File: src/tpc_pkg.sv
`default_nettype none
// ============================================================
// constants and types of the timer prescaler front end
package tpc_pkg;

  // ============================================================
  // register map
  localparam int          TPC_ADDR_W        = 8;
  localparam int          TPC_DATA_W        = 32;
  localparam logic [7:0]  TPC_CTRL_OFS      = 8'h20;
  localparam logic [7:0]  TPC_SEL_OFS       = 8'h24;
  localparam logic [7:0]  TPC_STAT_OFS      = 8'h28;
  localparam logic [7:0]  TPC_CTRL_RESET    = 8'h00;
  localparam logic [11:0] TPC_SEL_RESET     = 12'h000;

  // ============================================================
  // field positions
  localparam int          TPC_HOLD_BIT      = 7;
  localparam int          TPC_OTHER_BIT     = 1;
  localparam int          TPC_SHARED_BIT    = 0;
  localparam int          TPC_SEL_STRIDE    = 4;
  localparam int          TPC_STAT_PIN_LSB  = 16;

  // ============================================================
  // prescaler shape
  localparam int          TPC_NUM_TIMERS    = 3;
  localparam int          TPC_SEL_W         = 3;
  localparam int          TPC_PRESC_W       = 10;
  localparam int          TPC_NUM_TAPS      = 4;
  localparam logic [9:0]  TPC_TAP_MASK [4]  = '{10'h007, 10'h03f, 10'h0ff, 10'h3ff};

  // ============================================================
  // bus answers
  localparam logic [1:0]  TPC_RESP_OKAY     = 2'b00;
  localparam logic [1:0]  TPC_RESP_SLVERR   = 2'b10;

  // ============================================================
  // tick source codes
  typedef enum logic [2:0] {
    TPC_SRC_OFF      = 3'h0,
    TPC_SRC_SYS      = 3'h1,
    TPC_SRC_DIV8     = 3'h2,
    TPC_SRC_DIV64    = 3'h3,
    TPC_SRC_DIV256   = 3'h4,
    TPC_SRC_DIV1024  = 3'h5,
    TPC_SRC_EXT_FALL = 3'h6,
    TPC_SRC_EXT_RISE = 3'h7
  } tpc_src_type;

  // control register content
  typedef struct packed {
    logic hold;
    logic other_reset;
    logic shared_reset;
  } tpc_ctrl_type;

endpackage : tpc_pkg
`default_nettype wire

File: src/tpc_pin_edge.sv
`default_nettype none
// ============================================================
// count pin synchroniser and edge detector
module tpc_pin_edge
(
  // clock and reset
  input  wire logic ref_clk,
  input  wire logic rst_n,
  // pin
  input  wire logic pin,
  // results
  output logic      level,
  output logic      rise,
  output logic      fall
);

  logic sync1_reg;
  logic sync2_reg;
  logic prev_reg;

  // RULE6: sampled every clock
  always_ff @(posedge ref_clk or negedge rst_n)
  begin
    if (!rst_n)
    begin
      sync1_reg <= 1'b0;
      sync2_reg <= 1'b0;
      prev_reg  <= 1'b0;
    end
    else
    begin
      sync1_reg <= pin;
      sync2_reg <= sync1_reg;
      prev_reg  <= sync2_reg;
    end
  end

  // RULE7: one pulse per edge
  assign level = sync2_reg;
  assign rise  = sync2_reg & ~prev_reg;
  assign fall  = ~sync2_reg & prev_reg;

endmodule : tpc_pin_edge
`default_nettype wire

File: src/tpc_tick_select.sv
`default_nettype none
// ============================================================
// per timer tick source selection
module tpc_tick_select
(
  // clock and reset
  input  wire logic                            ref_clk,
  input  wire logic                            rst_n,
  // selection
  input  wire logic [tpc_pkg::TPC_SEL_W-1:0]   clock_source_select,
  // sources
  input  wire logic [tpc_pkg::TPC_NUM_TAPS-1:0] taps,
  input  wire logic                            ext_rise,
  input  wire logic                            ext_fall,
  // tick
  output logic                                 timer_tick
);

  tpc_pkg::tpc_src_type src;
  logic                 tick_next;

  assign src = tpc_pkg::tpc_src_type'(clock_source_select);

  always_comb
  begin
    tick_next = 1'b0;
    case (src)
      // RULE15: no source, timer stops
      tpc_pkg::TPC_SRC_OFF:      tick_next = 1'b0;
      // RULE1: undivided clock
      tpc_pkg::TPC_SRC_SYS:      tick_next = 1'b1;
      // RULE16: tap order by code
      tpc_pkg::TPC_SRC_DIV8:     tick_next = taps[0];
      tpc_pkg::TPC_SRC_DIV64:    tick_next = taps[1];
      tpc_pkg::TPC_SRC_DIV256:   tick_next = taps[2];
      tpc_pkg::TPC_SRC_DIV1024:  tick_next = taps[3];
      // RULE11: edges never divided
      tpc_pkg::TPC_SRC_EXT_FALL: tick_next = ext_fall;
      tpc_pkg::TPC_SRC_EXT_RISE: tick_next = ext_rise;
      default:                   tick_next = 1'b0;
    endcase
  end

  // registered so every source sees the same one cycle delay
  always_ff @(posedge ref_clk or negedge rst_n)
  begin
    if (!rst_n)
      timer_tick <= 1'b0;
    else
      timer_tick <= tick_next;
  end

endmodule : tpc_tick_select
`default_nettype wire

File: src/tpc_prescaler_top.sv
// Register access over AXI4-Lite was chosen for this implementation.
`default_nettype none
// Operation
// RULE1: select code 1 ticks the timer on every system clock.
// RULE2: prescaler offers divide by 8, 64, 256 and 1024 taps.
// RULE3: prescaler runs freely and serves all three timers.
// RULE4: first prescaled tick arrives 1 to N+1 clocks after enabling.
// RULE5: a prescaler reset restarts the period for every connected timer.
// RULE6: count pin is sampled once per clock through synchroniser flops.
// RULE7: one tick per rising edge on code 7, falling edge on 6.
// RULE8: counter updates a few clocks after a pin edge.
// RULE9: software changes the external source only while the pin is stable.
// RULE10: external clock half periods exceed one system clock.
// RULE11: external ticks bypass the prescaler, never divided.
// RULE12: while hold is one, prescaler reset bits keep their written values.
// RULE13: writing hold to zero clears both reset bits by hardware.
// RULE14: shared reset bit resets prescaler, self clears unless hold set.
// RULE15: select code 0 stops the timer.
// RULE16: codes 2 to 5 choose the 8, 64, 256, 1024 taps.
// ============================================================
// prescaler and clock select for three timers, axi4-lite slave
module tpc_prescaler_top
#(
  parameter int NUM_TIMERS = tpc_pkg::TPC_NUM_TIMERS,
  parameter int PRESC_W    = tpc_pkg::TPC_PRESC_W
)
(
  // clock and reset
  input  wire logic                            ref_clk,
  input  wire logic                            rst_n,
  // axi4-lite write address
  input  wire logic [tpc_pkg::TPC_ADDR_W-1:0]  s_axi_awaddr,
  input  wire logic                            s_axi_awvalid,
  output logic                                 s_axi_awready,
  // axi4-lite write data
  input  wire logic [tpc_pkg::TPC_DATA_W-1:0]  s_axi_wdata,
  input  wire logic [3:0]                      s_axi_wstrb,
  input  wire logic                            s_axi_wvalid,
  output logic                                 s_axi_wready,
  // axi4-lite write response
  output logic [1:0]                           s_axi_bresp,
  output logic                                 s_axi_bvalid,
  input  wire logic                            s_axi_bready,
  // axi4-lite read address
  input  wire logic [tpc_pkg::TPC_ADDR_W-1:0]  s_axi_araddr,
  input  wire logic                            s_axi_arvalid,
  output logic                                 s_axi_arready,
  // axi4-lite read data
  output logic [tpc_pkg::TPC_DATA_W-1:0]       s_axi_rdata,
  output logic [1:0]                           s_axi_rresp,
  output logic                                 s_axi_rvalid,
  input  wire logic                            s_axi_rready,
  // count pins
  input  wire logic [NUM_TIMERS-1:0]           external_count_pin,
  // timer side
  output logic [NUM_TIMERS-1:0]                timer_tick,
  output logic                                 shared_prescaler_reset,
  output logic                                 other_prescaler_reset
);

  // ============================================================
  // declarations
  localparam int SELS_W = NUM_TIMERS * tpc_pkg::TPC_SEL_STRIDE;

  tpc_pkg::tpc_ctrl_type                ctrl_reg;
  tpc_pkg::tpc_ctrl_type                ctrl_next;
  logic [SELS_W-1:0]                    sel_reg;
  logic [PRESC_W-1:0]                   presc_reg;
  logic [tpc_pkg::TPC_NUM_TAPS-1:0]     taps;
  logic [NUM_TIMERS-1:0]                pin_level;
  logic [NUM_TIMERS-1:0]                pin_rise;
  logic [NUM_TIMERS-1:0]                pin_fall;

  logic                                 aw_full_reg;
  logic [tpc_pkg::TPC_ADDR_W-1:0]       aw_addr_reg;
  logic                                 w_full_reg;
  logic [tpc_pkg::TPC_DATA_W-1:0]       w_data_reg;
  logic [3:0]                           w_strb_reg;
  logic                                 bvalid_reg;
  logic [1:0]                           bresp_reg;
  logic                                 rvalid_reg;
  logic [1:0]                           rresp_reg;
  logic [tpc_pkg::TPC_DATA_W-1:0]       rdata_reg;

  logic                                 do_write;
  logic                                 wr_ctrl;
  logic                                 wr_sel;
  logic                                 wr_hit;
  logic                                 rd_take;
  logic                                 rd_hit;
  logic [tpc_pkg::TPC_DATA_W-1:0]       rd_value;
  logic                                 aw_is_ctrl;
  logic                                 aw_is_sel;
  logic                                 aw_is_stat;
  logic                                 ar_is_ctrl;
  logic                                 ar_is_sel;
  logic                                 ar_is_stat;

  // ============================================================
  // axi4-lite write channels
  // each channel is taken on its own; the response waits for both
  assign s_axi_awready = !aw_full_reg && !bvalid_reg;
  assign s_axi_wready  = !w_full_reg && !bvalid_reg;
  assign do_write      = aw_full_reg && w_full_reg && !bvalid_reg;

  always_ff @(posedge ref_clk or negedge rst_n)
  begin
    if (!rst_n)
    begin
      aw_full_reg <= 1'b0;
      aw_addr_reg <= '0;
    end
    else if (s_axi_awvalid && s_axi_awready)
    begin
      aw_full_reg <= 1'b1;
      aw_addr_reg <= s_axi_awaddr;
    end
    else if (do_write)
    begin
      aw_full_reg <= 1'b0;
    end
  end

  always_ff @(posedge ref_clk or negedge rst_n)
  begin
    if (!rst_n)
    begin
      w_full_reg <= 1'b0;
      w_data_reg <= '0;
      w_strb_reg <= '0;
    end
    else if (s_axi_wvalid && s_axi_wready)
    begin
      w_full_reg <= 1'b1;
      w_data_reg <= s_axi_wdata;
      w_strb_reg <= s_axi_wstrb;
    end
    else if (do_write)
    begin
      w_full_reg <= 1'b0;
    end
  end

  // ============================================================
  // write decode
  // word aligned compare; low address bits are ignored
  assign aw_is_ctrl = aw_addr_reg[7:2] == tpc_pkg::TPC_CTRL_OFS[7:2];
  assign aw_is_sel  = aw_addr_reg[7:2] == tpc_pkg::TPC_SEL_OFS[7:2];
  assign aw_is_stat = aw_addr_reg[7:2] == tpc_pkg::TPC_STAT_OFS[7:2];
  // status is read only: a write there is answered okay and dropped
  assign wr_ctrl    = do_write && aw_is_ctrl;
  assign wr_sel     = do_write && aw_is_sel;
  assign wr_hit     = aw_is_ctrl || aw_is_sel || aw_is_stat;

  always_ff @(posedge ref_clk or negedge rst_n)
  begin
    if (!rst_n)
    begin
      bvalid_reg <= 1'b0;
      bresp_reg  <= tpc_pkg::TPC_RESP_OKAY;
    end
    else if (do_write)
    begin
      bvalid_reg <= 1'b1;
      bresp_reg  <= wr_hit ? tpc_pkg::TPC_RESP_OKAY : tpc_pkg::TPC_RESP_SLVERR;
    end
    else if (s_axi_bready)
      bvalid_reg <= 1'b0;
  end

  assign s_axi_bvalid = bvalid_reg;
  assign s_axi_bresp  = bresp_reg;

  // ============================================================
  // control register
  always_comb
  begin
    ctrl_next = ctrl_reg;
    // RULE14: self clearing without hold
    // RULE12: hold keeps written values
    if (!ctrl_reg.hold)
    begin
      ctrl_next.shared_reset = 1'b0;
      ctrl_next.other_reset  = 1'b0;
    end
    if (wr_ctrl && w_strb_reg[0])
    begin
      ctrl_next.hold         = w_data_reg[tpc_pkg::TPC_HOLD_BIT];
      ctrl_next.other_reset  = w_data_reg[tpc_pkg::TPC_OTHER_BIT];
      ctrl_next.shared_reset = w_data_reg[tpc_pkg::TPC_SHARED_BIT];
    end
  end

  // RULE13: hold dropped clears resets
  // a write of hold zero leaves at most one reset cycle, then both clear
  always_ff @(posedge ref_clk or negedge rst_n)
  begin
    if (!rst_n)
    begin
      ctrl_reg.hold         <= tpc_pkg::TPC_CTRL_RESET[tpc_pkg::TPC_HOLD_BIT];
      ctrl_reg.other_reset  <= tpc_pkg::TPC_CTRL_RESET[tpc_pkg::TPC_OTHER_BIT];
      ctrl_reg.shared_reset <= tpc_pkg::TPC_CTRL_RESET[tpc_pkg::TPC_SHARED_BIT];
    end
    else
      ctrl_reg <= ctrl_next;
  end

  assign shared_prescaler_reset = ctrl_reg.shared_reset;
  assign other_prescaler_reset  = ctrl_reg.other_reset;

  // ============================================================
  // clock select register
  always_ff @(posedge ref_clk or negedge rst_n)
  begin
    if (!rst_n)
      sel_reg <= tpc_pkg::TPC_SEL_RESET[SELS_W-1:0];
    else if (wr_sel)
    begin
      if (w_strb_reg[0])
        sel_reg[7:0] <= w_data_reg[7:0];
      if (w_strb_reg[1])
        sel_reg[SELS_W-1:8] <= w_data_reg[SELS_W-1:8];
    end
  end

  // ============================================================
  // shared prescaler
  // RULE3: runs regardless of selection
  // RULE5: reset restarts all timers
  always_ff @(posedge ref_clk or negedge rst_n)
  begin
    if (!rst_n)
      presc_reg <= '0;
    else if (ctrl_reg.shared_reset)
      presc_reg <= '0;
    else
      presc_reg <= presc_reg + 1'b1;
  end

  // RULE2: four divided taps
  // RULE4: phase left unaligned
  // a tap pulses on the last count of its period
  genvar t;
  generate
    for (t = 0; t < tpc_pkg::TPC_NUM_TAPS; t++)
    begin : g_tap
      // sized to the counter so a wider prescaler still compares cleanly
      localparam logic [PRESC_W-1:0] TAP_MASK = PRESC_W'(tpc_pkg::TPC_TAP_MASK[t]);
      // gated so no tap fires while the prescaler is held
      assign taps[t] = !ctrl_reg.shared_reset && ((presc_reg & TAP_MASK) == TAP_MASK);
    end
  endgenerate

  // ============================================================
  // per timer pin logic and source selection
  genvar n;
  generate
    for (n = 0; n < NUM_TIMERS; n++)
    begin : g_timer
      logic [tpc_pkg::TPC_SEL_W-1:0] sel_field;

      // field of this timer; the spare bit above it is stored but unused
      assign sel_field = sel_reg[n*tpc_pkg::TPC_SEL_STRIDE +: tpc_pkg::TPC_SEL_W];

      // RULE8: pin edge to tick
      tpc_pin_edge tpc_pin_edge_i
      (
        .ref_clk (ref_clk),
        .rst_n   (rst_n),
        .pin     (external_count_pin[n]),
        .level   (pin_level[n]),
        .rise    (pin_rise[n]),
        .fall    (pin_fall[n])
      );

      tpc_tick_select tpc_tick_select_i
      (
        .ref_clk             (ref_clk),
        .rst_n               (rst_n),
        .clock_source_select (sel_field),
        .taps                (taps),
        .ext_rise            (pin_rise[n]),
        .ext_fall            (pin_fall[n]),
        .timer_tick          (timer_tick[n])
      );
    end
  endgenerate

  // ============================================================
  // axi4-lite read channel
  // one read in flight; a new address waits for the data to leave
  assign s_axi_arready = !rvalid_reg;
  assign rd_take       = s_axi_arvalid && s_axi_arready;

  // ============================================================
  // read decode
  // the address is decoded on the take edge; no copy is kept
  assign ar_is_ctrl = s_axi_araddr[7:2] == tpc_pkg::TPC_CTRL_OFS[7:2];
  assign ar_is_sel  = s_axi_araddr[7:2] == tpc_pkg::TPC_SEL_OFS[7:2];
  assign ar_is_stat = s_axi_araddr[7:2] == tpc_pkg::TPC_STAT_OFS[7:2];

  always_comb
  begin
    rd_value = '0;
    rd_hit   = 1'b1;
    if (ar_is_ctrl)
    begin
      rd_value[tpc_pkg::TPC_HOLD_BIT]   = ctrl_reg.hold;
      rd_value[tpc_pkg::TPC_OTHER_BIT]  = ctrl_reg.other_reset;
      rd_value[tpc_pkg::TPC_SHARED_BIT] = ctrl_reg.shared_reset;
    end
    else if (ar_is_sel)
      rd_value[SELS_W-1:0] = sel_reg;
    else if (ar_is_stat)
    begin
      rd_value[PRESC_W-1:0] = presc_reg;
      rd_value[tpc_pkg::TPC_STAT_PIN_LSB +: NUM_TIMERS] = pin_level;
    end
    else
      rd_hit = 1'b0;
  end

  always_ff @(posedge ref_clk or negedge rst_n)
  begin
    if (!rst_n)
    begin
      rvalid_reg <= 1'b0;
      rresp_reg  <= tpc_pkg::TPC_RESP_OKAY;
      rdata_reg  <= '0;
    end
    else if (rd_take)
    begin
      rvalid_reg <= 1'b1;
      rresp_reg  <= rd_hit ? tpc_pkg::TPC_RESP_OKAY : tpc_pkg::TPC_RESP_SLVERR;
      rdata_reg  <= rd_value;
    end
    else if (s_axi_rready)
      rvalid_reg <= 1'b0;
  end

  assign s_axi_rvalid = rvalid_reg;
  assign s_axi_rresp  = rresp_reg;
  assign s_axi_rdata  = rdata_reg;

endmodule : tpc_prescaler_top
`default_nettype wire

File: config.mk
export PLATFORM = sky130hd
export DESIGN_NAME = tpc_prescaler_top
export DESIGN_NICKNAME = d
export VERILOG_FILES = /design/src/tpc_pkg.sv /design/src/tpc_pin_edge.sv /design/src/tpc_tick_select.sv /design/src/tpc_prescaler_top.sv
export SDC_FILE = /design/constraint.sdc
export NUM_CORES = 1
export LEC_CHECK = 0
export BUFFER_PORTS_ARGS = -buffer_cell sky130_fd_sc_hd__buf_2
export CAP_MARGIN = 20
export CORE_UTILIZATION = 40
export CTS_CLUSTER_SIZE = 8
export DETAILED_ROUTE_END_ITERATION = 12
export PLACE_DENSITY = 0.75
export SKIP_LAST_GASP = 1
export SLEW_MARGIN = 10
export SYNTH_ARGS = -nofsm -noshare
export SYNTH_HDL_FRONTEND = slang
export SYNTH_SLANG_ARGS = --single-unit
File: constraint.sdc
create_clock -name ref_clk -period 2.07 [get_ports ref_clk]
set_input_delay 0.1035 -clock ref_clk [delete_from_list [all_inputs] [get_ports ref_clk]]
set_output_delay 0.1035 -clock ref_clk [all_outputs]
set_load 0.03 [all_outputs]
==> key figures <==
Run status
  – Outcome: complete, no violations

Timing
  – Final period utilization: about nine tenths
  – Slew Limit Fails: 0
  – Slew margin rel.: a little over three fifths
  – Worst Tran Pin Value: 0.562 ns
  – Highest achievable clock rate: 0.528 GHz
  – RSZ-0062 raised after global routing: no
  – Clk_skew: 0.00726 ns
  – Setup violators final: 0
  – Hold Vio Cnt, Final: 0
  – Final setup TNS: 0 ns
  – Period minus WS final: 1.89 ns
  – Hold WS: 0.0104 ns

Finish
  – Proportion of layout cells with a drive suffix above 1: 30.7%
  – Post-layout util: 51.4%
  – Ant. Diodes: 0
  – Fin cells: 502
  – Largest register FFs: 15
  – Post-layout net count: 456
  – Area growth, synth to finish: 23.3%

Clocking
  – TritonCTS clock tree: yes
  – H-Tree Level Count: 3
  – CTS Buf Count: 9
  – Reg clk slew, reported paths: 0.08 ns
  – Clk Latency, worst-skew pair: 0.34 ns
  – Root Driver: clkbuf_8
  – Clock Tree Buf Depth: 2
  – Number of clock sinks: 78

Critical path
  – Startpoint Class: flip-flop
  – Max FO, Critical Path: 8
  – Slowest cell on crit path: or4b_4
  – Worst Setup Path Type: flip-flop to flip-flop
  – Crit-path cells: or4b_4 -> nor3_2 -> and3_1 -> buf_4 -> mux2_2
  – CP endpoint kind: flip-flop
  – Critical Path RT: between 2 and 2.5 ns
  – Delay of the slowest cell on the worst path: 0.55 ns
  – CP arrival: 2.12 ns

Logic synthesis
  – Most used DFF post-synth: dfrtp_1
  – Mapped cell area: 3460 um^2
  – Most common cell in the synthesized netlist: dfrtp_1
  – Synth Area in XOR/XNOR: 1.26%
  – Post-synth ARST share: 100%
  – Area leader, netlist: dfrtp_1
  – Area share of and/or/nand/nor cells after synthesis: 14.9%
  – Synth top cells by count: 78 x dfrtp_1, 35 x nand2_1, 30 x mux2_2
  – Mux cell area share after synthesis: 10.6%
  – Yosys top cell area share: between 50% and 60%
  – Synth unique cells: 43
  – Fraction of the mapped netlist area in compound gates: 8.60%
  – Syn Area/Cell: ~12 um^2
  – Post-synthesis register bit count: 78
  – Mapped Cells: 300
  – Yosys warnings: 0
  – Sequential fraction of the synthesis area: 56.4%
  – Post-Synth Adder-Cell Area: less than 1%
  – Main combinational cell family by area after synthesis: simple AND/OR/NAND/NOR gates
  – Top post-synthesis cells by area: dfrtp_1 56%, mux2_2 9.8%, buf_4 4.8%
  – EDFF count, synth: 0

Detailed routing
  – # DRC: 0
  – Final wirelength: 6820 um
  – Initial DRC Count: ~150
  – Initial DRT Pass Iterations: 4
  – Post-route ant nets: 0
  – Via density: 4.93
  – Routed vias: 2,473
  – Wirelength per Cell: between 10 and 15 um

Floorplanning
  – Io pins: between 100 and 150
  – Width of the chip: about 95 um
  – Die ar.: 9030 um^2
  – Initial core utilization: 41.7%
  – Core Area: 8300 um^2
  – Chip height: 95.0 um
  – Row count: 33

Global route
  – GR Layer Usage met2: 26.4%
  – Number of global-route vias before repair: about 2,300
  – Antenna violations before repair: 0
  – Busiest layer in global routing: met2
  – Remaining global-route overflow: 0
  – Largest net degree at the start of global routing: 44
  – First-pass GRT wire length: about 11,000 um
  – Gr usage total: 16.9%
  – Grt met1 use: 23.1%
  – Met3 usage: 4.15%

Power and ir drop
  – Maximum VDD drop: 0.584 mV
  – Leak: 2.02 nW
  – Power Dens Cells: 1070 nW/um^2

Placed design
  – Gp weighted congestion: 0.836
  – Placed instance count: approximately 460
  – Input/output buffers: 62
  – DPL Wire Length: ~4900 um

Worst hold path
  – Worst hold path class: primary input to flip-flop

Job
  – Max-cap violations: 0
-- stage by stage --
stage | power [W] | cell area (um^2) | setup WS, ns
after CTS | 0.00459 | 4270 | 0.168
after global placement | 0.00337 | 3830 | 0.207
final | 0.00455 | 4270 | 0.175
after floorplan | 0.00312 | 3530 | 0.0609
after global routing | 0.00485 | 4270 | 0.0799
after detailed placement | 0.00343 | 3830 | 0.184
-- power by group --
group          internal, W  switching, W
Sequential         0.00194      0.000348
Clock             0.000560      0.000557
Combinational     0.000551      0.000601
Total              0.00305       0.00151
-- worst paths after layout --
path	start	endpoint	slack, ns	cells after the start
worst max-delay path	aw_addr_reg[4]$_DFFE_PN0P_	sel_reg[0]$_DFFE_PN0P_	0.18	5
worst min-delay path	s_axi_wdata[6]	w_data_reg[6]$_DFFE_PN0P_	0.01	2
worst max register to register	aw_addr_reg[4]$_DFFE_PN0P_	sel_reg[0]$_DFFE_PN0P_	0.18	5
worst min register to register	g_timer[1].tpc_pin_edge_i.sync1_reg$_DFF_PN0_	g_timer[1].tpc_pin_edge_i.level$_DFF_PN0_	0.35	0
max in group asynchronous	rst_n	presc_reg[3]$_DFF_PN0_	1.20	3
min in group asynchronous	rst_n	w_data_reg[9]$_DFFE_PN0P_	0.29	2
-- logic make-up after synthesis --
logic type	Yosys count
adder cells (fa/ha/maj)	2
other	1
flip-flops	78
XOR/XNOR	5
AND/OR/NAND/NOR	94
buffers and inverters	41
AO/OA/AOI/OAI	46
multiplexers	33
-- per-layer routing --
metal | part of all wire, % | up-vias
li1 | - | 1189
met3 | 5.2 | 8
met2 | 46 | 105
met5 | 0 | -
met1 | 47 | 1171
met4 | 1.3 | 0
-- final cells by class --
| cell class | count | area, um^2 |
|---|---|---|
| inverters | 8 | 30.0 |
| multi-input cells | 199 | 1320 |
| clock buffers | 11 | 131 |
| fillers | 741 | 4030 |
| repair buffers | 96 | 643 |
| clock inverters | 5 | 60.1 |
| flip-flops and latches | 78 | 1950 |
| well taps | 105 | 131 |
-- critical path: cells and delay by family (launching register included) --
kind	cells	cell delay (ns)
DFF	1	0.39
and+or+nand+nor	3	0.87
buffers and inverters	1	0.17
muxes	1	0.35
-- repair_timing --
action                    4_1_cts  5_1_grt
gates resized for setup         0        0
hold endpoints to repair       66        0
buffers inserted                0        0
hold buffers                   25        0
-- layout by cell type (no fill, tap or decap), types with 5 or more instances in the layout --
master | Yosys | routed
a22oi_1 | 11 | 11
buf_2 | 4 | 61
buf_4 | 22 | 9
clkbuf_8 | 0 | 9
conb_1 | 1 | 19
dfrtp_1 | 78 | 78
dlygate4sd3_1 | 0 | 25
inv_1 | 8 | 8
mux2_2 | 30 | 30
nand2_1 | 35 | 35
nand3_1 | 6 | 6
nand3b_1 | 8 | 8
nor2_1 | 12 | 12
nor2b_1 | 5 | 5
o21ai_0 | 11 | 11
o21ai_1 | 7 | 7
(Power assumes the default switching activity.)
